<file path="src/include/cmb_pkg.sv">
// Shared constants and types of the CAN message buffer manager
`default_nettype none
package cmb_pkg;
    localparam int NTX       = 3;
    localparam int RX_DEPTH  = 5;
    localparam int MSG_BYTES = 15;
    localparam int MSG_WORDS = 4;
    localparam int LOCAL_TX_PRIORITY_W    = 8;
    localparam int ADDR_W    = 8;
    localparam int TS_W      = 16;

    localparam logic [7:0] TXE_OFF      = 8'h00;
    localparam logic [7:0] ABT_REQ_OFF  = 8'h04;
    localparam logic [7:0] ABT_ACK_OFF  = 8'h08;
    localparam logic [7:0] TX_IE_OFF    = 8'h0C;
    localparam logic [7:0] RXFLG_OFF    = 8'h10;
    localparam logic [7:0] RX_IE_OFF    = 8'h14;
    localparam logic [7:0] ACC_ID_OFF   = 8'h18;
    localparam logic [7:0] ACC_MASK_OFF = 8'h1C;
    localparam logic [7:0] CTRL_OFF     = 8'h20;
    localparam logic [2:0] TXB_FIRST    = 3'h2;
    localparam logic [2:0] LOCAL_TX_PRIORITY_WORD    = 3'h4;
    localparam logic [3:0] FOREGROUND_RX_BUFFER_PAGE    = 4'hC;

    localparam int RXF_BIT   = 0;
    localparam int TS_EN_BIT = 0;

    localparam logic [31:0] ACC_ID_RST   = 32'h0000_0000;
    localparam logic [31:0] ACC_MASK_RST = 32'h0000_0000;

    localparam logic [1:0] RESP_OKAY   = 2'h0;
    localparam logic [1:0] RESP_SLVERR = 2'h2;

    typedef logic [LOCAL_TX_PRIORITY_W-1:0] cmb_local_tx_priority_t;

    typedef struct packed {
        logic [MSG_WORDS-1:0][31:0] word;
    } cmb_msg_s;
endpackage
`default_nettype wire

</file>
<file path="src/verilog/cmb_fifo.sv">
// Flip-flop FIFO with valid/ready on both sides
`default_nettype none
module cmb_fifo #(
    parameter int WIDTH = 32,
    parameter int DEPTH = 16
) (
    input  wire logic             clk,
    input  wire logic             rst,
    input  wire logic             ce,
    input  wire logic             in_valid,
    output logic                  in_ready,
    input  wire logic [WIDTH-1:0] in_data,
    output logic                  out_valid,
    input  wire logic             out_ready,
    output logic [WIDTH-1:0]      out_data
);
    localparam int AW = (DEPTH > 1) ? $clog2(DEPTH) : 1;
    localparam int CW = $clog2(DEPTH + 1);
    localparam logic [AW-1:0] LAST = AW'(DEPTH - 1);
    localparam logic [CW-1:0] FULL = CW'(DEPTH);

    if (DEPTH < 2 || WIDTH < 1) begin : g_chk
        $error("cmb_fifo needs DEPTH >= 2 and WIDTH >= 1");
    end

    logic [WIDTH-1:0] mem_r [DEPTH];
    logic [AW-1:0]    wp_r;
    logic [AW-1:0]    rp_r;
    logic [CW-1:0]    cnt_r;

    wire push = ce & in_valid & in_ready;
    wire pop  = ce & out_valid & out_ready;

    assign in_ready  = (cnt_r != FULL);
    assign out_valid = (cnt_r != '0);
    assign out_data  = mem_r[rp_r];

    always_ff @(posedge clk) begin
        if (push) begin
            mem_r[wp_r] <= in_data;
        end
    end

    always_ff @(posedge clk) begin
        if (rst) begin
            wp_r  <= '0;
            rp_r  <= '0;
            cnt_r <= '0;
        end else begin
            if (push) begin
                wp_r <= (wp_r == LAST) ? '0 : wp_r + 1'b1;
            end
            if (pop) begin
                rp_r <= (rp_r == LAST) ? '0 : rp_r + 1'b1;
            end
            if (push && !pop) begin
                cnt_r <= cnt_r + 1'b1;
            end else if (pop && !push) begin
                cnt_r <= cnt_r - 1'b1;
            end
        end
    end
endmodule
`default_nettype wire

</file>
<file path="src/verilog/cmb_top.sv">
// CAN message buffer manager: transmit scheduling, abort and receive FIFO
// Overview of operation
// - Successful transmission sets that buffer's empty flag again.
// - A set empty flag raises the transmit interrupt only if unmasked.
// - Among pending buffers at arbitration, pick by local priority.
// - Eight-bit priority per buffer; smallest value is most urgent.
// - Selection repeats on every arbitration, also after a transmit error.
// - A buffer already on the bus is never aborted.
// - Abort grant sets acknowledge, sets empty flag, then transmit interrupt.
// - On release, acknowledge reads 1 if withdrawn, 0 if sent.
// - Received messages go into a five-deep receive FIFO.
// - Background buffer is internal; CPU sees only the foreground window.
// - Each receive buffer holds 15 bytes including optional time stamp.
// - Receive full flag marks a valid, filter-matched foreground message.
// - Incoming frame is written to background while filter is evaluated.
// - Valid, filter-matched frame moves into the FIFO if it is not full and sets the receive full flag.
`default_nettype none
module cmb_top import cmb_pkg::*; #(
    parameter int NUM_TX     = NTX,
    parameter int FIFO_DEPTH = RX_DEPTH
) (
    input  wire logic              clk,
    input  wire logic              rst,
    input  wire logic              ce,
    input  wire logic [ADDR_W-1:0] s_axi_awaddr,
    input  wire logic              s_axi_awvalid,
    output logic                   s_axi_awready,
    input  wire logic [31:0]       s_axi_wdata,
    input  wire logic [3:0]        s_axi_wstrb,
    input  wire logic              s_axi_wvalid,
    output logic                   s_axi_wready,
    output logic [1:0]             s_axi_bresp,
    output logic                   s_axi_bvalid,
    input  wire logic              s_axi_bready,
    input  wire logic [ADDR_W-1:0] s_axi_araddr,
    input  wire logic              s_axi_arvalid,
    output logic                   s_axi_arready,
    output logic [31:0]            s_axi_rdata,
    output logic [1:0]             s_axi_rresp,
    output logic                   s_axi_rvalid,
    input  wire logic              s_axi_rready,
    input  wire logic              arb_start,
    input  wire logic              tx_start,
    input  wire logic              tx_done,
    input  wire logic              tx_err,
    output logic                   tx_sel_valid,
    output logic [1:0]             tx_sel_idx,
    output cmb_msg_s               tx_frame,
    input  wire logic              rx_wr,
    input  wire logic [1:0]        rx_widx,
    input  wire logic [31:0]       rx_wdata,
    input  wire logic              rx_end,
    input  wire logic              rx_ok,
    output logic                   rx_ready,
    output logic                   tx_irq,
    output logic                   rx_irq
);
    if (NUM_TX < 1 || NUM_TX > 3 || FIFO_DEPTH < 2) begin : g_chk
        $error("cmb_top needs NUM_TX in 1..3 and FIFO_DEPTH >= 2");
    end

    logic [NUM_TX-1:0] txe_r;
    logic [NUM_TX-1:0] abort_req_r;
    logic [NUM_TX-1:0] abort_ack_r;
    logic [NUM_TX-1:0] tx_ie_r;
    logic              rx_ie_r;
    logic              ts_en_r;
    logic [31:0]       acc_id_r;
    logic [31:0]       acc_mask_r;
    logic [31:0]       tx_mem_r [NUM_TX][MSG_WORDS];
    cmb_local_tx_priority_t         local_tx_priority_r [NUM_TX];
    logic [1:0]        sel_r;
    logic              sel_v_r;
    logic              busy_r;
    cmb_msg_s          bg_r;
    logic              match_r;
    logic [TS_W-1:0]   ts_r;
    logic              bvalid_r;
    logic              rvalid_r;
    logic [31:0]       rdata_r;
    logic [1:0]        rresp_r;
    logic [1:0]        bresp_r;

    // Write side: address and data are taken together in one cycle
    wire       wr_en   = ce & s_axi_awvalid & s_axi_wvalid & ~bvalid_r;
    wire [7:0] waddr   = s_axi_awaddr;
    wire [2:0] wbuf    = waddr[7:5] - TXB_FIRST;
    wire [2:0] wword   = waddr[4:2];
    wire       w_txb   = (wbuf < 3'(NUM_TX)) && (wword <= LOCAL_TX_PRIORITY_WORD);
    wire       w_txe   = wr_en & (waddr == TXE_OFF);
    wire       w_areq  = wr_en & (waddr == ABT_REQ_OFF);
    wire       w_txie  = wr_en & (waddr == TX_IE_OFF);
    wire       w_rxflg = wr_en & (waddr == RXFLG_OFF);
    wire       w_rxie  = wr_en & (waddr == RX_IE_OFF);
    wire       w_accid = wr_en & (waddr == ACC_ID_OFF);
    wire       w_accmk = wr_en & (waddr == ACC_MASK_OFF);
    wire       w_ctrl  = wr_en & (waddr == CTRL_OFF);
    wire       w_mapped = w_txb | (waddr == TXE_OFF) | (waddr == ABT_REQ_OFF)
                        | (waddr == ABT_ACK_OFF) | (waddr == TX_IE_OFF)
                        | (waddr == RXFLG_OFF) | (waddr == RX_IE_OFF)
                        | (waddr == ACC_ID_OFF) | (waddr == ACC_MASK_OFF)
                        | (waddr == CTRL_OFF);
    wire [31:0] wmask = {{8{s_axi_wstrb[3]}}, {8{s_axi_wstrb[2]}},
                         {8{s_axi_wstrb[1]}}, {8{s_axi_wstrb[0]}}};

    assign s_axi_awready = wr_en;
    assign s_axi_wready  = wr_en;
    assign s_axi_bvalid  = bvalid_r;
    assign s_axi_bresp   = bresp_r;

    always_ff @(posedge clk) begin
        if (rst) begin
            bvalid_r <= 1'b0;
            bresp_r  <= RESP_OKAY;
        end else if (ce) begin
            if (wr_en) begin
                bvalid_r <= 1'b1;
                bresp_r  <= w_mapped ? RESP_OKAY : RESP_SLVERR;
            end else if (s_axi_bready) begin
                bvalid_r <= 1'b0;
            end
        end
    end

    // Transmit selection; strict less-than keeps the lower index on a tie
    logic [1:0] best_idx;
    logic       best_v;
    cmb_local_tx_priority_t  best_p;
    always_comb begin
        best_idx = 2'h0;
        best_v   = 1'b0;
        best_p   = '1;
        for (int i = 0; i < NUM_TX; i++) begin
            if (!txe_r[i] && (!best_v || local_tx_priority_r[i] < best_p)) begin
                best_idx = 2'(i);
                best_p   = local_tx_priority_r[i];
                best_v   = 1'b1;
            end
        end
    end

    wire [NUM_TX-1:0] grant_w;
    wire [NUM_TX-1:0] done_w;
    wire [NUM_TX-1:0] txe_nxt;
    wire [NUM_TX-1:0] ack_nxt;
    wire [NUM_TX-1:0] req_nxt;

    for (genvar i = 0; i < NUM_TX; i++) begin : g_tx
        wire on_bus  = busy_r & (sel_r == 2'(i));
        wire handed  = w_txe & s_axi_wstrb[0] & s_axi_wdata[i];
        wire w_here  = wr_en & w_txb & (wbuf == 3'(i)) & txe_r[i];
        assign grant_w[i] = abort_req_r[i] & ~txe_r[i] & ~on_bus;
        assign done_w[i]  = tx_done & on_bus;
        // Hardware release wins over a software hand-over in the same cycle
        assign txe_nxt[i] = (done_w[i] | grant_w[i]) | (txe_r[i] & ~handed);
        assign ack_nxt[i] = grant_w[i] | (abort_ack_r[i] & ~done_w[i] & ~handed);
        assign req_nxt[i] = (abort_req_r[i]
                           | (w_areq & s_axi_wstrb[0] & s_axi_wdata[i]))
                           & ~txe_nxt[i];

        // Buffers are writable only while software owns them
        always_ff @(posedge clk) begin
            if (rst) begin
                local_tx_priority_r[i] <= '0;
            end else if (ce && w_here) begin
                if (wword == LOCAL_TX_PRIORITY_WORD) begin
                    if (s_axi_wstrb[0]) begin
                        local_tx_priority_r[i] <= s_axi_wdata[LOCAL_TX_PRIORITY_W-1:0];
                    end
                end else begin
                    tx_mem_r[i][wword[1:0]] <= (tx_mem_r[i][wword[1:0]] & ~wmask)
                                             | (s_axi_wdata & wmask);
                end
            end
        end
    end

    always_ff @(posedge clk) begin
        if (rst) begin
            txe_r       <= '1;
            abort_ack_r <= '0;
            abort_req_r <= '0;
        end else if (ce) begin
            txe_r       <= txe_nxt;
            abort_ack_r <= ack_nxt;
            abort_req_r <= req_nxt;
        end
    end

    always_ff @(posedge clk) begin
        if (rst) begin
            sel_r   <= 2'h0;
            sel_v_r <= 1'b0;
            busy_r  <= 1'b0;
        end else if (ce) begin
            if (arb_start && !busy_r) begin
                sel_r   <= best_idx;
                sel_v_r <= best_v;
            end
            if (tx_start && tx_sel_valid) begin
                busy_r <= 1'b1;
            end else if (tx_done || tx_err) begin
                busy_r <= 1'b0;
            end
        end
    end

    always_ff @(posedge clk) begin
        if (rst) begin
            tx_frame <= '0;
        end else if (ce && arb_start && !busy_r && best_v) begin
            for (int w = 0; w < MSG_WORDS; w++) begin
                tx_frame.word[w] <= tx_mem_r[best_idx][w];
            end
        end
    end

    // An aborted but not yet started buffer drops out of the offer at once
    assign tx_sel_valid = sel_v_r & ~txe_r[sel_r];
    assign tx_sel_idx   = sel_r;
    assign tx_irq       = |(txe_r & tx_ie_r & ~abort_req_r);

    // Receive path
    wire       rx_full;
    wire       fifo_in_ready;
    cmb_msg_s  fg_msg;
    cmb_msg_s  push_msg;
    wire       push_ok = rx_end & rx_ok & match_r;
    wire       push    = ce & push_ok & fifo_in_ready;
    wire       pop     = w_rxflg & s_axi_wstrb[0] & s_axi_wdata[RXF_BIT];

    always_comb begin
        push_msg = bg_r;
        if (ts_en_r) begin
            push_msg.word[MSG_WORDS-1][TS_W-1:0] = ts_r;
        end
    end

    cmb_fifo #(
        .WIDTH ($bits(cmb_msg_s)),
        .DEPTH (FIFO_DEPTH)
    ) u_rx_fifo (
        .clk       (clk),
        .rst       (rst),
        .ce        (ce),
        .in_valid  (push_ok),
        .in_ready  (fifo_in_ready),
        .in_data   (push_msg),
        .out_valid (rx_full),
        .out_ready (pop),
        .out_data  (fg_msg)
    );

    assign rx_ready = fifo_in_ready;
    assign rx_irq   = rx_full & rx_ie_r;

    always_ff @(posedge clk) begin
        if (rst) begin
            bg_r    <= '0;
            match_r <= 1'b0;
            ts_r    <= '0;
        end else if (ce) begin
            ts_r <= ts_r + 1'b1;
            if (rx_wr) begin
                bg_r.word[rx_widx] <= rx_wdata;
                if (rx_widx == 2'h0) begin
                    match_r <= ((rx_wdata ^ acc_id_r) & acc_mask_r) == 32'h0;
                end
            end
        end
    end

    // Control registers
    always_ff @(posedge clk) begin
        if (rst) begin
            tx_ie_r    <= '0;
            rx_ie_r    <= 1'b0;
            ts_en_r    <= 1'b0;
            acc_id_r   <= ACC_ID_RST;
            acc_mask_r <= ACC_MASK_RST;
        end else if (ce) begin
            if (w_txie && s_axi_wstrb[0]) begin
                tx_ie_r <= s_axi_wdata[NUM_TX-1:0];
            end
            if (w_rxie && s_axi_wstrb[0]) begin
                rx_ie_r <= s_axi_wdata[0];
            end
            if (w_ctrl && s_axi_wstrb[0]) begin
                ts_en_r <= s_axi_wdata[TS_EN_BIT];
            end
            if (w_accid) begin
                acc_id_r <= (acc_id_r & ~wmask) | (s_axi_wdata & wmask);
            end
            if (w_accmk) begin
                acc_mask_r <= (acc_mask_r & ~wmask) | (s_axi_wdata & wmask);
            end
        end
    end

    // Read side
    wire       rd_en = ce & s_axi_arvalid & ~rvalid_r;
    wire [7:0] raddr = s_axi_araddr;
    wire [2:0] rbuf  = raddr[7:5] - TXB_FIRST;
    wire [2:0] rword = raddr[4:2];
    wire       r_txb = (rbuf < 3'(NUM_TX)) && (rword <= LOCAL_TX_PRIORITY_WORD);
    wire       r_fg  = (raddr[7:4] == FOREGROUND_RX_BUFFER_PAGE);
    wire [31:0] r_txb_d = (rword == LOCAL_TX_PRIORITY_WORD) ? 32'(local_tx_priority_r[rbuf[1:0]])
                                               : tx_mem_r[rbuf[1:0]][rword[1:0]];
    wire [31:0] r_fg_d  = rx_full ? fg_msg.word[raddr[3:2]] : 32'h0;
    wire        r_hit   = r_txb | r_fg | (raddr == TXE_OFF) | (raddr == ABT_REQ_OFF)
                        | (raddr == ABT_ACK_OFF) | (raddr == TX_IE_OFF)
                        | (raddr == RXFLG_OFF) | (raddr == RX_IE_OFF)
                        | (raddr == ACC_ID_OFF) | (raddr == ACC_MASK_OFF)
                        | (raddr == CTRL_OFF);
    wire [31:0] r_data  = r_txb                  ? r_txb_d
                        : r_fg                   ? r_fg_d
                        : (raddr == TXE_OFF)     ? 32'(txe_r)
                        : (raddr == ABT_REQ_OFF) ? 32'(abort_req_r)
                        : (raddr == ABT_ACK_OFF) ? 32'(abort_ack_r)
                        : (raddr == TX_IE_OFF)   ? 32'(tx_ie_r)
                        : (raddr == RXFLG_OFF)   ? 32'(rx_full)
                        : (raddr == RX_IE_OFF)   ? 32'(rx_ie_r)
                        : (raddr == ACC_ID_OFF)  ? acc_id_r
                        : (raddr == ACC_MASK_OFF) ? acc_mask_r
                        : (raddr == CTRL_OFF)    ? 32'(ts_en_r)
                        : 32'h0;

    assign s_axi_arready = rd_en;
    assign s_axi_rvalid  = rvalid_r;
    assign s_axi_rdata   = rdata_r;
    assign s_axi_rresp   = rresp_r;

    always_ff @(posedge clk) begin
        if (rst) begin
            rvalid_r <= 1'b0;
            rdata_r  <= 32'h0;
            rresp_r  <= RESP_OKAY;
        end else if (ce) begin
            if (rd_en) begin
                rvalid_r <= 1'b1;
                rdata_r  <= r_data;
                rresp_r  <= r_hit ? RESP_OKAY : RESP_SLVERR;
            end else if (s_axi_rready) begin
                rvalid_r <= 1'b0;
            end
        end
    end

    logic min_ok;
    always_comb begin
        min_ok = 1'b1;
        for (int i = 0; i < NUM_TX; i++) begin
            if (!txe_r[i] && local_tx_priority_r[i] < local_tx_priority_r[best_idx]) begin
                min_ok = 1'b0;
            end
            if (!txe_r[i] && local_tx_priority_r[i] == local_tx_priority_r[best_idx] && 2'(i) < best_idx) begin
                min_ok = 1'b0;
            end
        end
    end
endmodule
`default_nettype wire
</file>
<file path="config.mk">
export PLATFORM = sky130hd
export DESIGN_NAME = cmb_top
export DESIGN_NICKNAME = d
export VERILOG_FILES = /design/src/include/cmb_pkg.sv /design/src/verilog/cmb_fifo.sv /design/src/verilog/cmb_top.sv
export SDC_FILE = /design/constraint.sdc
export NUM_CORES = 2
export LEC_CHECK = 0
export ABC_CLOCK_PERIOD_IN_PS = 11420
export BUFFER_PORTS_ARGS = -buffer_cell sky130_fd_sc_hd__buf_2
export CAP_MARGIN = 20
export CORE_MARGIN = 3
export CORE_UTILIZATION = 40
export CTS_CLUSTER_SIZE = 20
export DETAILED_ROUTE_END_ITERATION = 12
export PLACE_DENSITY_LB_ADDON = 0.25
export SLEW_MARGIN = 20
export SYNTH_ARGS = -nofsm -noshare
export SYNTH_HDL_FRONTEND = slang
export SYNTH_SLANG_ARGS = --single-unit
</file>
<file path="constraint.sdc">
create_clock -name clk -period 11.42 [get_ports clk]
set_input_delay 1.142 -clock clk [delete_from_list [all_inputs] [get_ports clk]]
set_output_delay 1.142 -clock clk [all_outputs]
set_load 0.01 [all_outputs]
</file>
==> impl_metrics.prom <==
# TYPE chip_impl_metric gauge
chip_impl_info{name="setup_repair_after_global_routing_missed_its_margin",value="false"} 1
chip_impl_metric{name="cts.htree.levels",unit=""} 4
chip_impl_metric{name="ff_latch_area",unit="um^2"} 39500
chip_impl_info{name="worst_setup_path_startpoint",value="txe_r[0]$_SDFFE_PP1P_"} 1
chip_impl_info{name="synth-main-ff-cell",value="edfxtp_1"} 1
chip_impl_metric{name="totalPowerFinal",unit="mW"} 11.2
chip_impl_info{name="clock_tree.root_cell",value="clkbuf_16"} 1
chip_impl_metric{name="dieHeight",unit="um"} 400
chip_impl_metric{name="timing.slew.headroom",unit="%"} 16.4
chip_impl_metric{name="synth_area_in_compound_gates",unit="%"} 8.64
chip_impl_metric{name="dpl.cell_count",unit=""} 6442
chip_impl_metric{name="numClockSinks",unit=""} 1451
chip_impl_metric{name="globalRoute.totalOverflow",unit=""} 0
chip_impl_metric{name="total_placed_instance_area",unit="um^2"} 65400
chip_impl_metric{name="multi_input_combinational_cell_area",unit="um^2"} 20800
chip_impl_info{name="outcome",value="finished clean"} 1
chip_impl_metric{name="wirelength",unit="mm"} 193
chip_impl_info{name="worstReg2RegStart",value="txe_r[0]$_SDFFE_PP1P_"} 1
chip_impl_info{name="cpMostUsedCell",value="buf_4"} 1
chip_impl_metric{name="synth-edff-count",unit=""} 1048
chip_impl_metric{name="r2r_slack",unit="ps"} 4720
chip_impl_metric{name="slew_violations",unit=""} 0
chip_impl_metric{name="area_of_the_mapped_netlist",unit="um^2"} 62000
chip_impl_metric{name="drc",unit=""} 0
chip_impl_metric{name="drt_pre_antenna_iters",unit=""} 5
chip_impl_metric{name="power_density_over_the_cells",unit="nW/um^2"} 159
chip_impl_metric{name="cts_inserted_buffers",unit=""} 149
chip_impl_metric{name="fill_cells",unit=""} 13400
chip_impl_info{name="min-delay-start",value="tx_frame[71]$_SDFFE_PP0P_"} 1
chip_impl_metric{name="worst_ep_arrival_time",unit="ps"} 7400
chip_impl_metric{name="grt.total_usage",unit="%"} 23.8
chip_impl_metric{name="place.gp.congestion",unit=""} 0.848
chip_impl_metric{name="avg_wl_per_cell",unit="um"} 28.6
chip_impl_metric{name="maximum_frequency_from_static_timing_analysis",unit="MHz"} 149
chip_impl_metric{name="count_of_input_and_output_buffers",unit=""} 273
chip_impl_metric{name="synth_warnings",unit=""} 0
chip_impl_metric{name="synthCells",unit=""} 4381
chip_impl_metric{name="vias_in_the_first_global_route",unit=""} 38700
chip_impl_info{name="worst_setup_path_start_kind",value="register"} 1
chip_impl_info{name="hold_path.class",value="reg -> reg"} 1
chip_impl_info{name="timing.critical_path.slowest_stage_cell",value="dfxtp_1"} 1
chip_impl_metric{name="layout_worst_path_cycle_share",unit="%"} 58.7
chip_impl_metric{name="postSynth.asyncResetShare",unit="%"} 0
chip_impl_metric{name="synthSimpleGateAreaFrac",unit="%"} 7.64
chip_impl_metric{name="cp_max_fo",unit=""} 70
chip_impl_metric{name="fp.coreArea",unit="um^2"} 153000
chip_impl_metric{name="floorplan.die_area",unit="um^2"} 160000
chip_impl_metric{name="floorplan.initialDensity",unit="%"} 40.5
chip_impl_metric{name="cts.repair_timing.setup_buffer_count",unit=""} 0
chip_impl_info{name="cp_capture_type",value="register"} 1
chip_impl_metric{name="worstRegToRegCells",unit=""} 19
chip_impl_info{name="tritoncts",value="yes"} 1
chip_impl_info{name="synth_top_family_by_area",value="multiplexers"} 1
chip_impl_metric{name="number_of_buffers_on_the_longest_clock_path",unit=""} 3
chip_impl_metric{name="clk_pin_slew_worst_paths",unit="ps"} 60
chip_impl_metric{name="holdBufCountCts",unit=""} 0
chip_impl_metric{name="drive_above_1_share",unit="%"} 22.0
chip_impl_metric{name="utilization",unit="%"} 46.0
chip_impl_metric{name="placementRows",unit=""} 143
chip_impl_metric{name="layout-area-overhead-vs-synth",unit="%"} 13.5
chip_impl_metric{name="postSynthRegisterBits",unit=""} 1451
chip_impl_metric{name="drt-initial-drc-count",unit=""} 4091
chip_impl_metric{name="post_layout_instance_count_excluding_filler_cells",unit=""} 6739
chip_impl_metric{name="vias",unit=""} 40000
chip_impl_metric{name="maxCapViolCount",unit=""} 0
chip_impl_metric{name="global_route_wire_length_before_repair",unit="mm"} 277
chip_impl_info{name="r2r_end",value="tx_frame[52]$_SDFFE_PP0P_"} 1
chip_impl_metric{name="ys_seq_area_share",unit="%"} 63.8
chip_impl_metric{name="stdcell_area",unit="um^2"} 70400
chip_impl_metric{name="hpwl",unit="mm"} 118
chip_impl_metric{name="crit_required",unit="ps"} 12120
chip_impl_metric{name="io_pins",unit=""} 276
chip_impl_metric{name="post_synth_adder_cell_area",unit="%"} 0.537
chip_impl_metric{name="cts.repair.resized",unit=""} 0
chip_impl_metric{name="largest_net_degree_at_the_start_of_global_routing",unit=""} 97
chip_impl_metric{name="layout.nets",unit=""} 4691
chip_impl_metric{name="synth.avg_cell_area",unit="um^2"} 14.1
chip_impl_info{name="critical_path_class",value="reg -> reg"} 1
chip_impl_metric{name="standby_leakage_power",unit="nW"} 23.3
chip_impl_metric{name="chipWidth",unit="um"} 400
chip_impl_metric{name="fin_worst_skew",unit="ps"} 23.0
chip_impl_metric{name="final-setup-viol-count",unit=""} 0
chip_impl_metric{name="worst_slew_pin_slew",unit="ps"} 1250
chip_impl_metric{name="cpPeakStageDelay",unit="ps"} 750
chip_impl_info{name="whs_endpoint",value="tx_frame[71]$_SDFFE_PP0P_"} 1
chip_impl_metric{name="vias_per_cell",unit=""} 5.94
chip_impl_metric{name="final.setup.tns",unit="ps"} 0
chip_impl_metric{name="synthMuxAreaShare",unit="%"} 15.8
chip_impl_metric{name="number_of_library_cell_types_mapped_by_synthesis",unit=""} 71
chip_impl_metric{name="antenna_found_initial",unit=""} 38
chip_impl_metric{name="timing.hold.worst_path_depth",unit=""} 2
chip_impl_metric{name="min_cycle_time_layout",unit="ps"} 6700
chip_impl_metric{name="max_rail_drop_vdd",unit="mV"} 0.172
chip_impl_metric{name="clk_latency",unit="ps"} 790
chip_impl_metric{name="yosys.area_share.xor_xnor",unit="%"} 0.693
chip_impl_info{name="worstPathCellList",value="nor2_1 > ha_1 > o21a_1 > o31a_1 > o31ai_1 > a21oi_4 > buf_4 > or2_4 > nand2_1 > o21ai_0 > ha_1 > a2111oi_0 > o311ai_0 > a311o_1 > a221oi_4 > buf_4 > buf_4 > a211oi_1 > o21ai_0"} 1
chip_impl_metric{name="timing.final.hold_violations",unit=""} 0
chip_impl_metric{name="antenna_left",unit=""} 0
==> layer usage <==
metal / part of all wire (%) / wire (um) / global-route usage, % / up-vias
met1: 41 / 78700 / 32.4 / 20500
met2: 46 / 89600 / 37.4 / 1916
li1: - / - / - / 17200
met5: 0.096 / 186 / 0 / -
met4: 3.0 / 5690 / 7.60 / 30
met3: 9.6 / 18600 / 6.19 / 322
==> placed cells by master, fill, tap and decap left out, drive strengths merged, types with 11 or more instances in the layout <==
cell type,n
clkinv,49
mux2,18
diode,17
nor3b,134
nand4,13
o21ai,388
buf,356
inv,123
dfxtp,403
a221o,53
a22oi,14
and3,26
and2,13
nor3,17
mux4,383
nand3,64
nand2,548
mux2i,93
nor2,163
edfxtp,1048
a21oi,212
ha,25
a31oi,11
a211oi,160
xor2,47
nor2b,11
clkbuf,207
==> power by group <==
part / total (mW) / internal, mW / switching, mW
logic: 0.595 / 0.196 / 0.399
registers: 5.71 / 5.67 / 0.0475
clock network: 4.85 / 2.78 / 2.07
==> area by class of cell <==
cell class              instances  area share (%)
multi-input cells            2487            29.6
clock inverters                72           0.941
flip-flops and latches       1451            56.2
well taps                    2030            3.61
inverters                     119           0.635
diodes                         17          0.0605
clock buffers                 207            5.96
repair buffers                356            2.95
==> per-stage QoR <==
step                      setup WS, ps  hold WS [ps]
after CTS                         4790           445
after global placement            4890           437
final                             4720           440
after global routing              4070           463
after detailed placement          4770           438
after floorplan                   5970           434
==> worst max-delay path by stage <==
stage | endpoint | slack [ps] | cells after the start
3_3_place_gp | tx_frame[52]$_SDFFE_PP0P_ | 4890 | 19
4_1_cts | tx_frame[55]$_SDFFE_PP0P_ | 4790 | 19
6_report | tx_frame[52]$_SDFFE_PP0P_ | 4720 | 19
3_5_place_dp | tx_frame[55]$_SDFFE_PP0P_ | 4770 | 19
2_1_floorplan | u_rx_fifo.mem_r[1][0]$_DFFE_PP_ | 5970 | 6
5_1_grt | tx_frame[50]$_SDFFE_PP0P_ | 4070 | 19
==> logic make-up after synthesis <==
logic type	count (synthesis)
AO/OA/AOI/OAI	890
other	1
buffers and inverters	444
XOR/XNOR	49
flip-flops	1451
adder cells (fa/ha/maj)	26
multiplexers	494
AND/OR/NAND/NOR	1026
==> critical path: cells and delay by family (launching register included) <==
| family | cells | cell delay (ps) |
|---|---|---|
| buf+inv | 3 | 1810 |
| compound gates | 11 | 2630 |
| simple gates | 3 | 650 |
| flops | 1 | 750 |
| fa+ha+maj | 2 | 590 |
==> registers in the layout, indices dropped and copies added (netlist names), 2 cells and up, named ones only <==
name	flops
u_rx_fifo.mem_r	640
tx_frame	128
tx_mem_r	384
txe_r	3
tx_sel_idx	2
local_tx_priority_r	24
ts_r	16
s_axi_rdata	32
abort_req_r	3
abort_ack_r	3
tx_ie_r	3
u_rx_fifo.wp_r	3
u_rx_fifo.cnt_r	3
u_rx_fifo.rp_r	3
bg_r	128
==> Yosys cell counts (5+ instances only) <==
cell | number | area (um^2)
buf_4 | 9 | 67.6
dfxtp_1 | 403 | 8070
nand3b_1 | 7 | 52.6
ha_1 | 25 | 313
nor2b_1 | 11 | 68.8
inv_1 | 116 | 435
nor3b_1 | 133 | 998
and2_1 | 13 | 81.3
mux2_2 | 18 | 203
buf_2 | 42 | 210
clkbuf_1 | 227 | 852
a221o_1 | 53 | 531
a31oi_1 | 11 | 68.8
nor3_1 | 17 | 85.1
a211oi_1 | 160 | 1200
a22oi_1 | 14 | 105
a21oi_1 | 212 | 1060
nand2b_1 | 8 | 50.1
or3_1 | 6 | 37.5
a2111oi_0 | 5 | 43.8
o22ai_1 | 5 | 31.3
or2_2 | 5 | 31.3
nor2_1 | 163 | 612
buf_6 | 8 | 90.1
mux2i_1 | 93 | 931
buf_1 | 39 | 146
xor2_1 | 47 | 412
mux4_2 | 383 | 8630
nand3_1 | 64 | 320
and3_1 | 26 | 163
nand2_1 | 548 | 2060
nand4_1 | 13 | 81.3
edfxtp_1 | 1048 | 31500
o21ai_0 | 268 | 1340
o21ai_1 | 120 | 601
(Power assumes the default switching activity.)
